===== config.mk =====
export PLATFORM = sky130hd
export DESIGN_NAME = crypto_engine_control
export DESIGN_NICKNAME = d
export VERILOG_FILES = /design/src/crypto_engine_control_pkg.sv /design/src/crypto_engine_control.sv /design/src/irq_event_unit.sv
export VERILOG_INCLUDE_DIRS = /design/src /design/src/src
export SDC_FILE = /design/constraint.sdc
export NUM_CORES = 1
export LEC_CHECK = 0
export ABC_AREA = 1
export BUFFER_PORTS_ARGS = -buffer_cell sky130_fd_sc_hd__buf_4
export CELL_PAD_IN_SITES_DETAIL_PLACEMENT = 1
export CELL_PAD_IN_SITES_GLOBAL_PLACEMENT = 1
export CORE_MARGIN = 8
export CORE_UTILIZATION = 25
export DETAILED_ROUTE_END_ITERATION = 10
export PLACE_DENSITY_LB_ADDON = 0.1
export SLEW_MARGIN = 20
export SYNTH_ARGS = -nofsm -noshare
export SYNTH_HDL_FRONTEND = slang
export SYNTH_SLANG_ARGS = --single-unit

===== constraint.sdc =====
create_clock -name clock -period 1.86 [get_ports clock]
set_clock_uncertainty 0.05 [all_clocks]
set_input_delay 0.093 -clock clock [delete_from_list [all_inputs] [get_ports clock]]
set_output_delay 0.093 -clock clock [all_outputs]
set_load 0.01 [all_outputs]

===== src/crypto_engine_control_params.svh =====
/*
 * Register offsets, field positions and reset values of the crypto engine control front end.
 * Assumes an 8-bit byte address on the register port and 16-bit register data.
 */
// Overview of operation
// - The engine runs only while the enable bit, bit 15, is one.
// - With stop-in-idle set the engine halts in Idle; otherwise it keeps running.
// - Entering Idle with stop-in-idle set aborts the running operation.
// - Wrap enable set raises an event whenever the buffer counter wraps to zero while the enable bit is one.
// - Finish enable set raises an event as each operation completes.
// - Input-consumed enable set raises an event once the input text is consumed.
// - Writing one to go starts the selected operation; hardware clears go when done.
// - Software clearing go during an operation stops that operation at once.
// - While go is set, writes to operation and cipher fields are ignored.
// - Event enables, go, operation and cipher fields clear on reset or clear mode; the enable bit clears on reset only.
// - Control bits 14 and 9 read zero and ignore writes.
`ifndef CRYPTO_ENGINE_CONTROL_PARAMS_SVH
`define CRYPTO_ENGINE_CONTROL_PARAMS_SVH

`define CTRL_OFFSET       8'h00
`define STATUS_OFFSET     8'h04
`define IRQ_STAT_OFFSET   8'h08
`define IRQ_CLEAR_OFFSET  8'h0c
`define IRQ_ENABLE_OFFSET 8'h10
`define MODE_OFFSET       8'h14
`define OP_COUNT_OFFSET   8'h18
`define LAST_CYC_OFFSET   8'h1c

`define BIT_ENABLE        15
`define BIT_STOP_IDLE     13
`define BIT_WRAP_IE       12
`define BIT_FINISH_IE     11
`define BIT_CONSUMED_IE   10
`define BIT_GO            8
`define BIT_OPSEL_LO      4
`define BIT_CIPHER_SEL    3
`define BIT_VARIANT_LO    0

`define BIT_MODE_CLEAR    0
`define BIT_MODE_BUSY     1

`define EVT_WRAP          0
`define EVT_FINISH        1
`define EVT_CONSUMED      2
`define EVT_ABORT         3
`define EVT_COUNT         4

`define CTRL_RESET        16'h0000
`define WORD_ZERO         16'h0000

`endif


===== src/crypto_engine_control_pkg.sv =====
/*
 * Types shared by the crypto engine control front end.
 * Assumes nothing of its surroundings.
 */
package crypto_engine_control_pkg;

	typedef enum logic {
		stIdle,
		stRun
	} run_state_t;

	typedef enum logic [1:0] {
		abortSoftware,
		abortIdle,
		abortDisable,
		abortClearMode
	} abort_cause_t;

endpackage : crypto_engine_control_pkg


===== src/crypto_engine_control.sv =====
/*
 * Control front end of the crypto engine: control register, run sequencing, events and interrupt.
 * Assumes a cipher datapath that takes start and abort pulses and reports done, consumed and wrap.
 */
`timescale 1ns/1ns
`include "crypto_engine_control_params.svh"
module crypto_engine_control #(
	parameter int OPSEL_W   = 4,
	parameter int VARIANT_W = 3
) (
	input  wire logic                                   clock,
	input  wire logic                                   nrst,
	input  wire logic [7:0]                             regAddr,
	input  wire logic [15:0]                            regWriteData,
	input  wire logic                                   regWrite,
	input  wire logic                                   regRead,
	output logic      [15:0]                            regReadData,
	input  wire logic                                   idleMode,
	input  wire logic                                   opDone,
	input  wire logic                                   inputConsumed,
	input  wire logic                                   counterWrap,
	output logic                                        engineOn,
	output logic                                        engineActive,
	output logic                                        opStart,
	output logic                                        opAbort,
	output logic      [OPSEL_W-1:0]                     operationSelect,
	output logic                                        cipherSelect,
	output logic      [VARIANT_W-1:0]                   cipherVariant,
	output crypto_engine_control_pkg::abort_cause_t     lastAbortCause,
	output logic                                        eventPulse,
	output logic                                        irq
);
	import crypto_engine_control_pkg::*;

	////////////////////////////////////////////////////////////////////////////////
	// Register port decode.

	function automatic logic writeHit(input logic [7:0] offset);
		writeHit = regWrite && (regAddr == offset);
	endfunction : writeHit

	logic ctrlWrite;
	logic modeWrite;
	logic irqClearWrite;
	logic irqEnableWrite;

	assign ctrlWrite      = writeHit(`CTRL_OFFSET);
	assign modeWrite      = writeHit(`MODE_OFFSET);
	assign irqClearWrite  = writeHit(`IRQ_CLEAR_OFFSET);
	assign irqEnableWrite = writeHit(`IRQ_ENABLE_OFFSET);

	////////////////////////////////////////////////////////////////////////////////
	// Control register fields.

	logic                 enable_ff;
	logic                 nxt_enable;
	logic                 stopInIdle_ff;
	logic                 nxt_stopInIdle;
	logic                 wrapIe_ff;
	logic                 nxt_wrapIe;
	logic                 finishIe_ff;
	logic                 nxt_finishIe;
	logic                 consumedIe_ff;
	logic                 nxt_consumedIe;
	logic                 go_ff;
	logic                 nxt_go;
	logic [OPSEL_W-1:0]   opSel_ff;
	logic [OPSEL_W-1:0]   nxt_opSel;
	logic                 cipherSel_ff;
	logic                 nxt_cipherSel;
	logic [VARIANT_W-1:0] variant_ff;
	logic [VARIANT_W-1:0] nxt_variant;
	logic                 clearMode_ff;
	logic                 nxt_clearMode;

	logic                 halted;
	logic                 runEnd;
	logic                 runAbort;

	assign halted = idleMode && stopInIdle_ff;

	always_comb begin
		nxt_enable     = enable_ff;
		nxt_stopInIdle = stopInIdle_ff;
		nxt_wrapIe     = wrapIe_ff;
		nxt_finishIe   = finishIe_ff;
		nxt_consumedIe = consumedIe_ff;
		nxt_go         = go_ff;
		nxt_opSel      = opSel_ff;
		nxt_cipherSel  = cipherSel_ff;
		nxt_variant    = variant_ff;
		nxt_clearMode  = clearMode_ff;
		if (modeWrite) begin
			nxt_clearMode = regWriteData[`BIT_MODE_CLEAR];
		end
		if (ctrlWrite) begin
			nxt_enable     = regWriteData[`BIT_ENABLE];
			nxt_stopInIdle = regWriteData[`BIT_STOP_IDLE];
			nxt_wrapIe     = regWriteData[`BIT_WRAP_IE];
			nxt_finishIe   = regWriteData[`BIT_FINISH_IE];
			nxt_consumedIe = regWriteData[`BIT_CONSUMED_IE];
			nxt_go         = regWriteData[`BIT_GO];
			if (!go_ff) begin
				nxt_opSel     = regWriteData[`BIT_OPSEL_LO +: OPSEL_W];
				nxt_cipherSel = regWriteData[`BIT_CIPHER_SEL];
				nxt_variant   = regWriteData[`BIT_VARIANT_LO +: VARIANT_W];
			end
		end
		// Ending a run always drops go, even against a software write of one in that cycle.
		if (runEnd || runAbort) begin
			nxt_go = 1'b0;
		end
		if (clearMode_ff) begin
			nxt_wrapIe     = 1'b0;
			nxt_finishIe   = 1'b0;
			nxt_consumedIe = 1'b0;
			nxt_go         = 1'b0;
			nxt_opSel      = '0;
			nxt_cipherSel  = 1'b0;
			nxt_variant    = '0;
		end
	end

	always_ff @(posedge clock) begin
		if (!nrst) begin
			enable_ff     <= 1'b0;
			stopInIdle_ff <= 1'b0;
			wrapIe_ff     <= 1'b0;
			finishIe_ff   <= 1'b0;
			consumedIe_ff <= 1'b0;
			go_ff         <= 1'b0;
			opSel_ff      <= '0;
			cipherSel_ff  <= 1'b0;
			variant_ff    <= '0;
			clearMode_ff  <= 1'b0;
		end else begin
			enable_ff     <= nxt_enable;
			stopInIdle_ff <= nxt_stopInIdle;
			wrapIe_ff     <= nxt_wrapIe;
			finishIe_ff   <= nxt_finishIe;
			consumedIe_ff <= nxt_consumedIe;
			go_ff         <= nxt_go;
			opSel_ff      <= nxt_opSel;
			cipherSel_ff  <= nxt_cipherSel;
			variant_ff    <= nxt_variant;
			clearMode_ff  <= nxt_clearMode;
		end
	end

	////////////////////////////////////////////////////////////////////////////////
	// Run sequencer.

	run_state_t   state_ff;
	run_state_t   nxt_state;
	abort_cause_t abortCause_ff;
	abort_cause_t nxt_abortCause;
	logic         opStart_ff;
	logic         nxt_opStart;
	logic         opAbort_ff;
	logic         nxt_opAbort;
	logic         runStart;

	// A go left set while disabled or halted simply waits; it starts once both clear.
	assign runStart = (state_ff == stIdle) && go_ff && enable_ff && !halted && !clearMode_ff;

	// Abort is checked before done, so a stop that races a completion counts as a stop.
	assign runAbort = (state_ff == stRun) && (!go_ff || halted || !enable_ff || clearMode_ff);
	assign runEnd   = (state_ff == stRun) && !runAbort && opDone;

	always_comb begin
		nxt_state      = state_ff;
		nxt_abortCause = abortCause_ff;
		nxt_opStart    = 1'b0;
		nxt_opAbort    = 1'b0;
		case (state_ff)
			stIdle: begin
				if (runStart) begin
					nxt_state   = stRun;
					nxt_opStart = 1'b1;
				end
			end
			stRun: begin
				if (runAbort) begin
					nxt_state   = stIdle;
					nxt_opAbort = 1'b1;
					if (clearMode_ff) begin
						nxt_abortCause = abortClearMode;
					end else if (!enable_ff) begin
						nxt_abortCause = abortDisable;
					end else if (halted) begin
						nxt_abortCause = abortIdle;
					end else begin
						nxt_abortCause = abortSoftware;
					end
				end else if (runEnd) begin
					nxt_state = stIdle;
				end
			end
			default: begin
				nxt_state = stIdle;
			end
		endcase
	end

	always_ff @(posedge clock) begin
		if (!nrst) begin
			state_ff      <= stIdle;
			abortCause_ff <= abortSoftware;
			opStart_ff    <= 1'b0;
			opAbort_ff    <= 1'b0;
		end else begin
			state_ff      <= nxt_state;
			abortCause_ff <= nxt_abortCause;
			opStart_ff    <= nxt_opStart;
			opAbort_ff    <= nxt_opAbort;
		end
	end

	////////////////////////////////////////////////////////////////////////////////
	// Operation statistics: completed count and length of the last run in clocks.

	logic [15:0] opCount_ff;
	logic [15:0] nxt_opCount;
	logic [15:0] runCycles_ff;
	logic [15:0] nxt_runCycles;
	logic [15:0] lastCycles_ff;
	logic [15:0] nxt_lastCycles;

	always_comb begin
		nxt_opCount    = opCount_ff;
		nxt_runCycles  = runCycles_ff;
		nxt_lastCycles = lastCycles_ff;
		if (runStart) begin
			nxt_runCycles = `WORD_ZERO;
		end else if (state_ff == stRun) begin
			// The counter saturates rather than wrap, so a very long run never reads as short.
			if (runCycles_ff != 16'hffff) begin
				nxt_runCycles = runCycles_ff + 16'h0001;
			end
			if (runEnd || runAbort) begin
				nxt_lastCycles = nxt_runCycles;
			end
		end
		if (runEnd) begin
			nxt_opCount = opCount_ff + 16'h0001;
		end
	end

	always_ff @(posedge clock) begin
		if (!nrst) begin
			opCount_ff    <= `WORD_ZERO;
			runCycles_ff  <= `WORD_ZERO;
			lastCycles_ff <= `WORD_ZERO;
		end else begin
			opCount_ff    <= nxt_opCount;
			runCycles_ff  <= nxt_runCycles;
			lastCycles_ff <= nxt_lastCycles;
		end
	end

	////////////////////////////////////////////////////////////////////////////////
	// Events and interrupt.

	logic [`EVT_COUNT-1:0] events;
	logic [`EVT_COUNT-1:0] irqStatus;
	logic [`EVT_COUNT-1:0] irqEnable;
	logic                  eventPulse_ff;
	logic                  nxt_eventPulse;

	always_comb begin
		events                = '0;
		events[`EVT_WRAP]     = counterWrap && wrapIe_ff && enable_ff;
		events[`EVT_FINISH]   = runEnd && finishIe_ff;
		events[`EVT_CONSUMED] = (state_ff == stRun) && !runAbort && inputConsumed && consumedIe_ff;
		events[`EVT_ABORT]    = runAbort;
		nxt_eventPulse        = events[`EVT_WRAP] || events[`EVT_FINISH] || events[`EVT_CONSUMED];
	end

	always_ff @(posedge clock) begin
		if (!nrst) begin
			eventPulse_ff <= 1'b0;
		end else begin
			eventPulse_ff <= nxt_eventPulse;
		end
	end

	irq_event_unit #(
		.WIDTH       (`EVT_COUNT)
	) irqUnit (
		.clock       (clock),
		.nrst        (nrst),
		.events      (events),
		.clearWrite  (irqClearWrite),
		.enableWrite (irqEnableWrite),
		.writeData   (regWriteData[`EVT_COUNT-1:0]),
		.status      (irqStatus),
		.enable      (irqEnable),
		.irq         (irq)
	);

	////////////////////////////////////////////////////////////////////////////////
	// Read side; unmapped and write-only offsets read zero.

	logic [15:0] readData_ff;
	logic [15:0] nxt_readData;
	logic [15:0] ctrlWord;

	always_comb begin
		ctrlWord                                     = `CTRL_RESET;
		ctrlWord[`BIT_ENABLE]                        = enable_ff;
		ctrlWord[`BIT_STOP_IDLE]                     = stopInIdle_ff;
		ctrlWord[`BIT_WRAP_IE]                       = wrapIe_ff;
		ctrlWord[`BIT_FINISH_IE]                     = finishIe_ff;
		ctrlWord[`BIT_CONSUMED_IE]                   = consumedIe_ff;
		ctrlWord[`BIT_GO]                            = go_ff;
		ctrlWord[`BIT_OPSEL_LO +: OPSEL_W]           = opSel_ff;
		ctrlWord[`BIT_CIPHER_SEL]                    = cipherSel_ff;
		ctrlWord[`BIT_VARIANT_LO +: VARIANT_W]       = variant_ff;
		nxt_readData = `WORD_ZERO;
		if (regRead) begin
			case (regAddr)
				`CTRL_OFFSET: begin
					nxt_readData = ctrlWord;
				end
				`STATUS_OFFSET: begin
					nxt_readData[0]   = (state_ff == stRun);
					nxt_readData[1]   = halted;
					nxt_readData[2]   = go_ff && (state_ff == stIdle);
					nxt_readData[5:4] = abortCause_ff;
				end
				`IRQ_STAT_OFFSET: begin
					nxt_readData[`EVT_COUNT-1:0] = irqStatus;
				end
				`IRQ_ENABLE_OFFSET: begin
					nxt_readData[`EVT_COUNT-1:0] = irqEnable;
				end
				`MODE_OFFSET: begin
					nxt_readData[`BIT_MODE_CLEAR] = clearMode_ff;
					nxt_readData[`BIT_MODE_BUSY]  = (state_ff == stRun);
				end
				`OP_COUNT_OFFSET: begin
					nxt_readData = opCount_ff;
				end
				`LAST_CYC_OFFSET: begin
					nxt_readData = lastCycles_ff;
				end
				default: begin
					nxt_readData = `WORD_ZERO;
				end
			endcase
		end
	end

	always_ff @(posedge clock) begin
		if (!nrst) begin
			readData_ff <= `WORD_ZERO;
		end else begin
			readData_ff <= nxt_readData;
		end
	end

	////////////////////////////////////////////////////////////////////////////////
	// Outputs.

	assign regReadData     = readData_ff;
	assign engineOn        = enable_ff;
	assign engineActive    = (state_ff == stRun);
	assign opStart         = opStart_ff;
	assign opAbort         = opAbort_ff;
	assign operationSelect = opSel_ff;
	assign cipherSelect    = cipherSel_ff;
	assign cipherVariant   = variant_ff;
	assign lastAbortCause  = abortCause_ff;
	assign eventPulse      = eventPulse_ff;

endmodule : crypto_engine_control


===== src/irq_event_unit.sv =====
/*
 * Sticky interrupt status with a write-only clear and an enable mask, one level output.
 * Assumes write strobes are one clock long and synchronous to clock.
 */
`timescale 1ns/1ns
module irq_event_unit #(
	parameter int WIDTH = 4
) (
	input  wire logic             clock,
	input  wire logic             nrst,
	input  wire logic [WIDTH-1:0] events,
	input  wire logic             clearWrite,
	input  wire logic             enableWrite,
	input  wire logic [WIDTH-1:0] writeData,
	output logic      [WIDTH-1:0] status,
	output logic      [WIDTH-1:0] enable,
	output logic                  irq
);

	logic [WIDTH-1:0] status_ff;
	logic [WIDTH-1:0] nxt_status;
	logic [WIDTH-1:0] enable_ff;
	logic [WIDTH-1:0] nxt_enable;

	////////////////////////////////////////////////////////////////////////////////
	// A new event outranks a clear in the same cycle so no event is ever lost.
	always_comb begin
		nxt_status = status_ff;
		nxt_enable = enable_ff;
		if (clearWrite) begin
			nxt_status = status_ff & ~writeData;
		end
		nxt_status = nxt_status | events;
		if (enableWrite) begin
			nxt_enable = writeData;
		end
	end

	always_ff @(posedge clock) begin
		if (!nrst) begin
			status_ff <= '0;
			enable_ff <= '0;
		end else begin
			status_ff <= nxt_status;
			enable_ff <= nxt_enable;
		end
	end

	assign status = status_ff;
	assign enable = enable_ff;
	assign irq    = |(status_ff & enable_ff);

endmodule : irq_event_unit


# [Yosys cells after proc, flatten, opt, wreduce, memory -nomap -nowiden]
# Index checks and enable logic that the tools add are counted.
[totals] in_bits=32 romBits=0 wordCells=93 ram_bits=0 out_inout_bits=32 latch_bits=0 mem_count=0 register_bits=93
[classes] n_lt_le_gt_ge=0 n_addsub=2 muxes=15 n_shift=0 div=0 bitwise_logic=8 n_eq_ne=8 n_reduce_logical=39 n_mul=0
[ops] cell="$add A16 B1 Y16 const B" count=2
[ops] cell="$eq A8 B5 Y1 const B" count=4
[ops] cell="$pmux W10 S3" count=1
[ops] cell="$logic_and A1 B1 Y1" count=17
[ops] cell="$eq A8 B4 Y1 const B" count=2
[ops] cell="$mux W16" count=1
[ops] cell="$ne A16 B16 Y1 const B" count=1
[ops] cell="$pmux W2 S7" count=1
[ops] cell="$and A4 B4 Y4" count=2
[ops] cell="$eq A8 B3 Y1 const B" count=1
[ops] cell="$logic_not A8 Y1" count=1
[ops] cell="$pmux W2 S4" count=1
[ops] cell="$reduce_and A2 Y1" count=4
[ops] cell="$logic_or A1 B1 Y1" count=6
[ops] cell="$pmux W1 S6" count=1
[ops] cell="$reduce_or A2 Y1" count=3
[ops] cell="$logic_not A1 Y1" count=5
[ops] cell="$mux W1" count=5
[ops] cell="$pmux W1 S5" count=1
[ops] cell="$mux W2" count=2
[ops] cell="$mux W4" count=1
[ops] cell="$not A1 Y1" count=4
[ops] cell="$not A4 Y4" count=1
[ops] cell="$or A4 B4 Y4" count=1
[ops] cell="other kinds (4)" count=4

# [Longest topological paths before layout]
[logic_depth] depth_word=11 mapped_depth=10 depth_no_buf=10

# [Hierarchy]
# From an unflattened synthesis, not the netlist that was laid out.
[unflattened] cells_unflattened=688 area_unflattened_um2=4623.2
[modules_own_cells] mod="crypto_engine_control" seq_area_each_um2=1701.6 area_per_inst_um2=4319.1 n_inst=1 cells_per_inst=645
[modules_own_cells] mod="irq_event_unit" seq_area_each_um2=160.2 area_per_inst_um2=304.0 n_inst=1 cells_per_inst=43

# [Worst setup path before layout]
# No wires, ideal clock.
[synth_path] path_kind="register to register" start="register runCycles_ff[1]" end="register runCycles_ff[11]" stages_incl_launch_ff=11 arrival_ps=1361 synth_period_minus_slack_ps=1473 slack_ps=387 path_buffers=1 path_cell_list="dfxtp_1 > ha_1 > inv_2 > nor2_4 > nand2_4 > nor2_4 > nand2_2 > buf_6 > nand3_2 > nor2_1 > nor2_2"
[synth_via] elab_chain_len=2 elab_cells_between_ends=3 cone_classes="1 x add/sub; 1 x eq/ne; 1 x mux"
[synth_rtl] item="start, declared" line="crypto_engine_control.sv:224" rtl="logic [15:0] runCycles_ff;"
[synth_rtl] item="start signal, assigned" line="crypto_engine_control.sv:252" rtl="runCycles_ff <= `WORD_ZERO;"
[synth_rtl] item="start signal, assigned" line="crypto_engine_control.sv:256" rtl="runCycles_ff <= nxt_runCycles;"
[synth_rtl] item="$add A16 B1 Y16 or $ne A16 B16 Y1 (tied branches)" line="crypto_engine_control.sv:238, crypto_engine_control.sv:237"
[synth_rtl] item="$mux W16 *" line="crypto_engine_control.sv:237" rtl="if (runCycles_ff != 16'hffff) begin"
# Every way passes the cells marked *; elsewhere a longest branch is shown, timed or not.
# A chain may end at the register's enable or synchronous reset.

# [Worst setup path after layout]
[layout_path] start="register runCycles_ff[0]" end="register runCycles_ff[1]"
# The elaborated chain is that of the path after synthesis.

==> metrics <==
Net count, final=791; Residual DRC=0; wire length per cell=16.5 µm; min-delay worst type=primary input to flop; H-tree levels=3; Vias=4566; Worst slew margin=0.552; routed wire length=16.4 mm; top-area cell type share of the netlist area=0.406; Seq/Total Area, Yosys=0.406; CP Class=flop to flop; DP Cell Count=960; Die Ht=151 µm; CTS tree=built; final hold slack=33.2 ps; Detail Placement HPWL=12.9 mm; PD cells=745 mW/mm²; first-pass GRT wire length=26.2 mm; Final min period=1620 ps; IO Count=64; slowest CP cell=dfxtp_1; CP Cell Sequence=ha_1 > inv_2 > nor2_4 > nand2_4 > nor2_4 > nand2_4 > nand2_1 > nand3_1 > nand2_1 > inv_1; Psw=0.956 mW; FF+latch count, synth=93; Sw Ratio=0.220; largest net degree at the start of global routing=25; WL met1=8.41 mm; starting density of the core=0.255; Arr. time, crit path=1820 ps; RSZ-0062 raised after global routing=no; Cell Int Power=3.39 mW; grt ovf=0; Core ar.=0.0180 mm²; Area contributors post-synth=dfxtp_1 (41%), nand2_1 (12%), nor2_1 (8.2%); # Max-Cap Violations=0; crit path max fanout=12; Routed Antenna Nets=0; Mapped Area=0.00458 mm²; Setup TNS=0 ps; setup violators final=0; Clock Power Share=0.502; biggest cell delay along the critical path=390 ps; die area=0.0229 mm²; Finished Layout Cells=991; Avg Cell Area, Syn=6.78 µm²; clock sinks=93; cell family with most CP delay=simple AND/OR/NAND/NOR gates; Pleak=2.47 nW; status=finished clean; CTS buffer count=9; Slew Limit Fails=0; area grow syn2layout=27.4%; Rows=49; Synth Instances=676; number of synthesis warnings=0; met2 WL=7.39 mm; period utilization=0.873; Setup crit end kind=flop; DR pass1 iterations=4; Port Buf Inserts=61; Synth area leader=dfxtp_1; maximum VDD drop=399 µV; most frequent cells in the layout=nand2_1 (148), nor2_1 (100), dfxtp_1 (93); initial antenna violation count=0; die extent in x=151 µm; routed vias/inst=4.61; post-synthesis cell type count=28; commonest non-fill, non-tap cell in the layout=nand2_1; Final Hold Fails=0; Max Root-Sink Buffers=2; root buffer cell=clkbuf_16; Post-Syn Nets=710; Clock Latency Late Sink=350 ps; RePlAce Congestion=0.839; combinational power share=0.040; DR top layer=met4; layout cell share with drive strength beyond 1=0.190; worst slew pin tran=670 ps; Crit path buffers/inverters=2; WP data required=2060 ps; Clock transition at path regs=70 ps; Layout Utilization=0.325; antenna diode count=0; overall routing resource usage=0.148; Max Freq=616 MHz; CP Launch Type=flop; Iter 0 DRT Violations=274; met3 wire length=464 µm; Reg power frac=0.458; vias in the first global route=4808
## area by class of cell
| class | instances | area [µm²] |
|---|---|---|
| fillers | 2234 | 12100 |
| multi-input cells | 490 | 2350 |
| flip-flops and latches | 93 | 1860 |
| repair buffers | 91 | 721 |
| well taps | 229 | 287 |
| inverters | 72 | 272 |
| clock buffers | 9 | 225 |
| clock inverters | 7 | 121 |
## per-layer routing
| layer | track usage | vias up |
|---|---|---|
| met5 | 0 | - |
| met2 | 0.232 | 55 |
| met1 | 0.207 | 2151 |
| met4 | 0.0327 | 0 |
| met3 | 0.0275 | 5 |
| li1 | - | 2355 |
## Yosys cell counts
cell      count
clkinv_2      1
nand2_1     148
buf_4         2
nor2_2       11
nor3_1        5
nand4_1      15
nor2_4        7
xnor2_1       3
inv_1        57
nand2_2      10
ha_1          2
buf_6         1
o21ai_1      35
xor2_1        3
o21bai_1      2
nand3_2       9
clkbuf_1      6
buf_2        12
inv_2        14
nand2_4       1
nand3_1      59
a31oi_1      10
nor2_1      100
dfxtp_1      93
a21oi_1      44
o21ai_0      24
and3_1        1
nand3b_1      1
## path summary, 6_finish.rpt
kind / start / endpoint / slack [ps] / depth (start not counted)
min: regWrite / clearMode_ff / 30 / 3
min reg2reg: lastCycles_ff[13] / regReadData[13] / 450 / 2
max: runCycles_ff[0] / runCycles_ff[1] / 240 / 10
max reg2reg: runCycles_ff[0] / runCycles_ff[1] / 240 / 10
## worst reg2reg max path, stage by stage, from the launching register on
cell,delay [ps]
dfxtp_1,390
ha_1,210
inv_2,70
nor2_4,150
nand2_4,80
nor2_4,130
nand2_4,160
nand2_1,120
nand3_1,80
nand2_1,60
inv_1,30
## per-stage QoR
step	power [mW]	setup WS, ps	cell area (µm²)
2_1_floorplan	2.10	387	4580
3_3_place_gp	2.19	160	5330
3_5_place_dp	2.19	135	5330
4_1_cts	4.43	111	5830
5_1_grt	4.51	68.5	5840
6_report	4.35	236	5840
## sequential cells by signal, indices dropped and copies added (netlist names)
| register | cells |
|---|---|
| irqUnit.status | 4 |
| lastCycles_ff | 16 |
| clearMode_ff | 1 |
| opCount_ff | 16 |
| eventPulse | 1 |
| engineOn | 1 |
| consumedIe_ff | 1 |
| stopInIdle_ff | 1 |
| cipherVariant | 3 |
| operationSelect | 4 |
| irqUnit.enable | 4 |
| opAbort | 1 |
| cipherSelect | 1 |
| lastAbortCause | 2 |
| finishIe_ff | 1 |
| engineActive | 1 |
| wrapIe_ff | 1 |
| opStart | 1 |
| go_ff | 1 |
| regReadData | 16 |
| runCycles_ff | 16 |
## power groups by stage
stage	Clock [mW]	Sequential, mW	Combinational [mW]
after detailed placement	0	2.04	0.152
after CTS	2.26	1.99	0.178
after global routing	2.33	1.99	0.191
after floorplan	0	2.04	0.0662
final	2.18	1.99	0.176
after global placement	0	2.04	0.149
## timing repair
item | in CTS | in global routing
setup buffers | 0 | 0
endpoints found under the hold margin | 20 | 0
endpoints found under the setup margin | 0 | 5
hold buffers | 15 | 0
resized for setup | 0 | 2
## cell families after synthesis
| kind of cell | share of synthesized area |
|---|---|
| buffers and inverters | 0.0830 |
| adders and majority gates | 0.00546 |
| xor gates and xnor gates | 0.0115 |
| DFF | 0.406 |
| AOI/OAI and AO/OA | 0.129 |
| and+or+nand+nor | 0.364 |
Power figures use the tool's default switching activity.
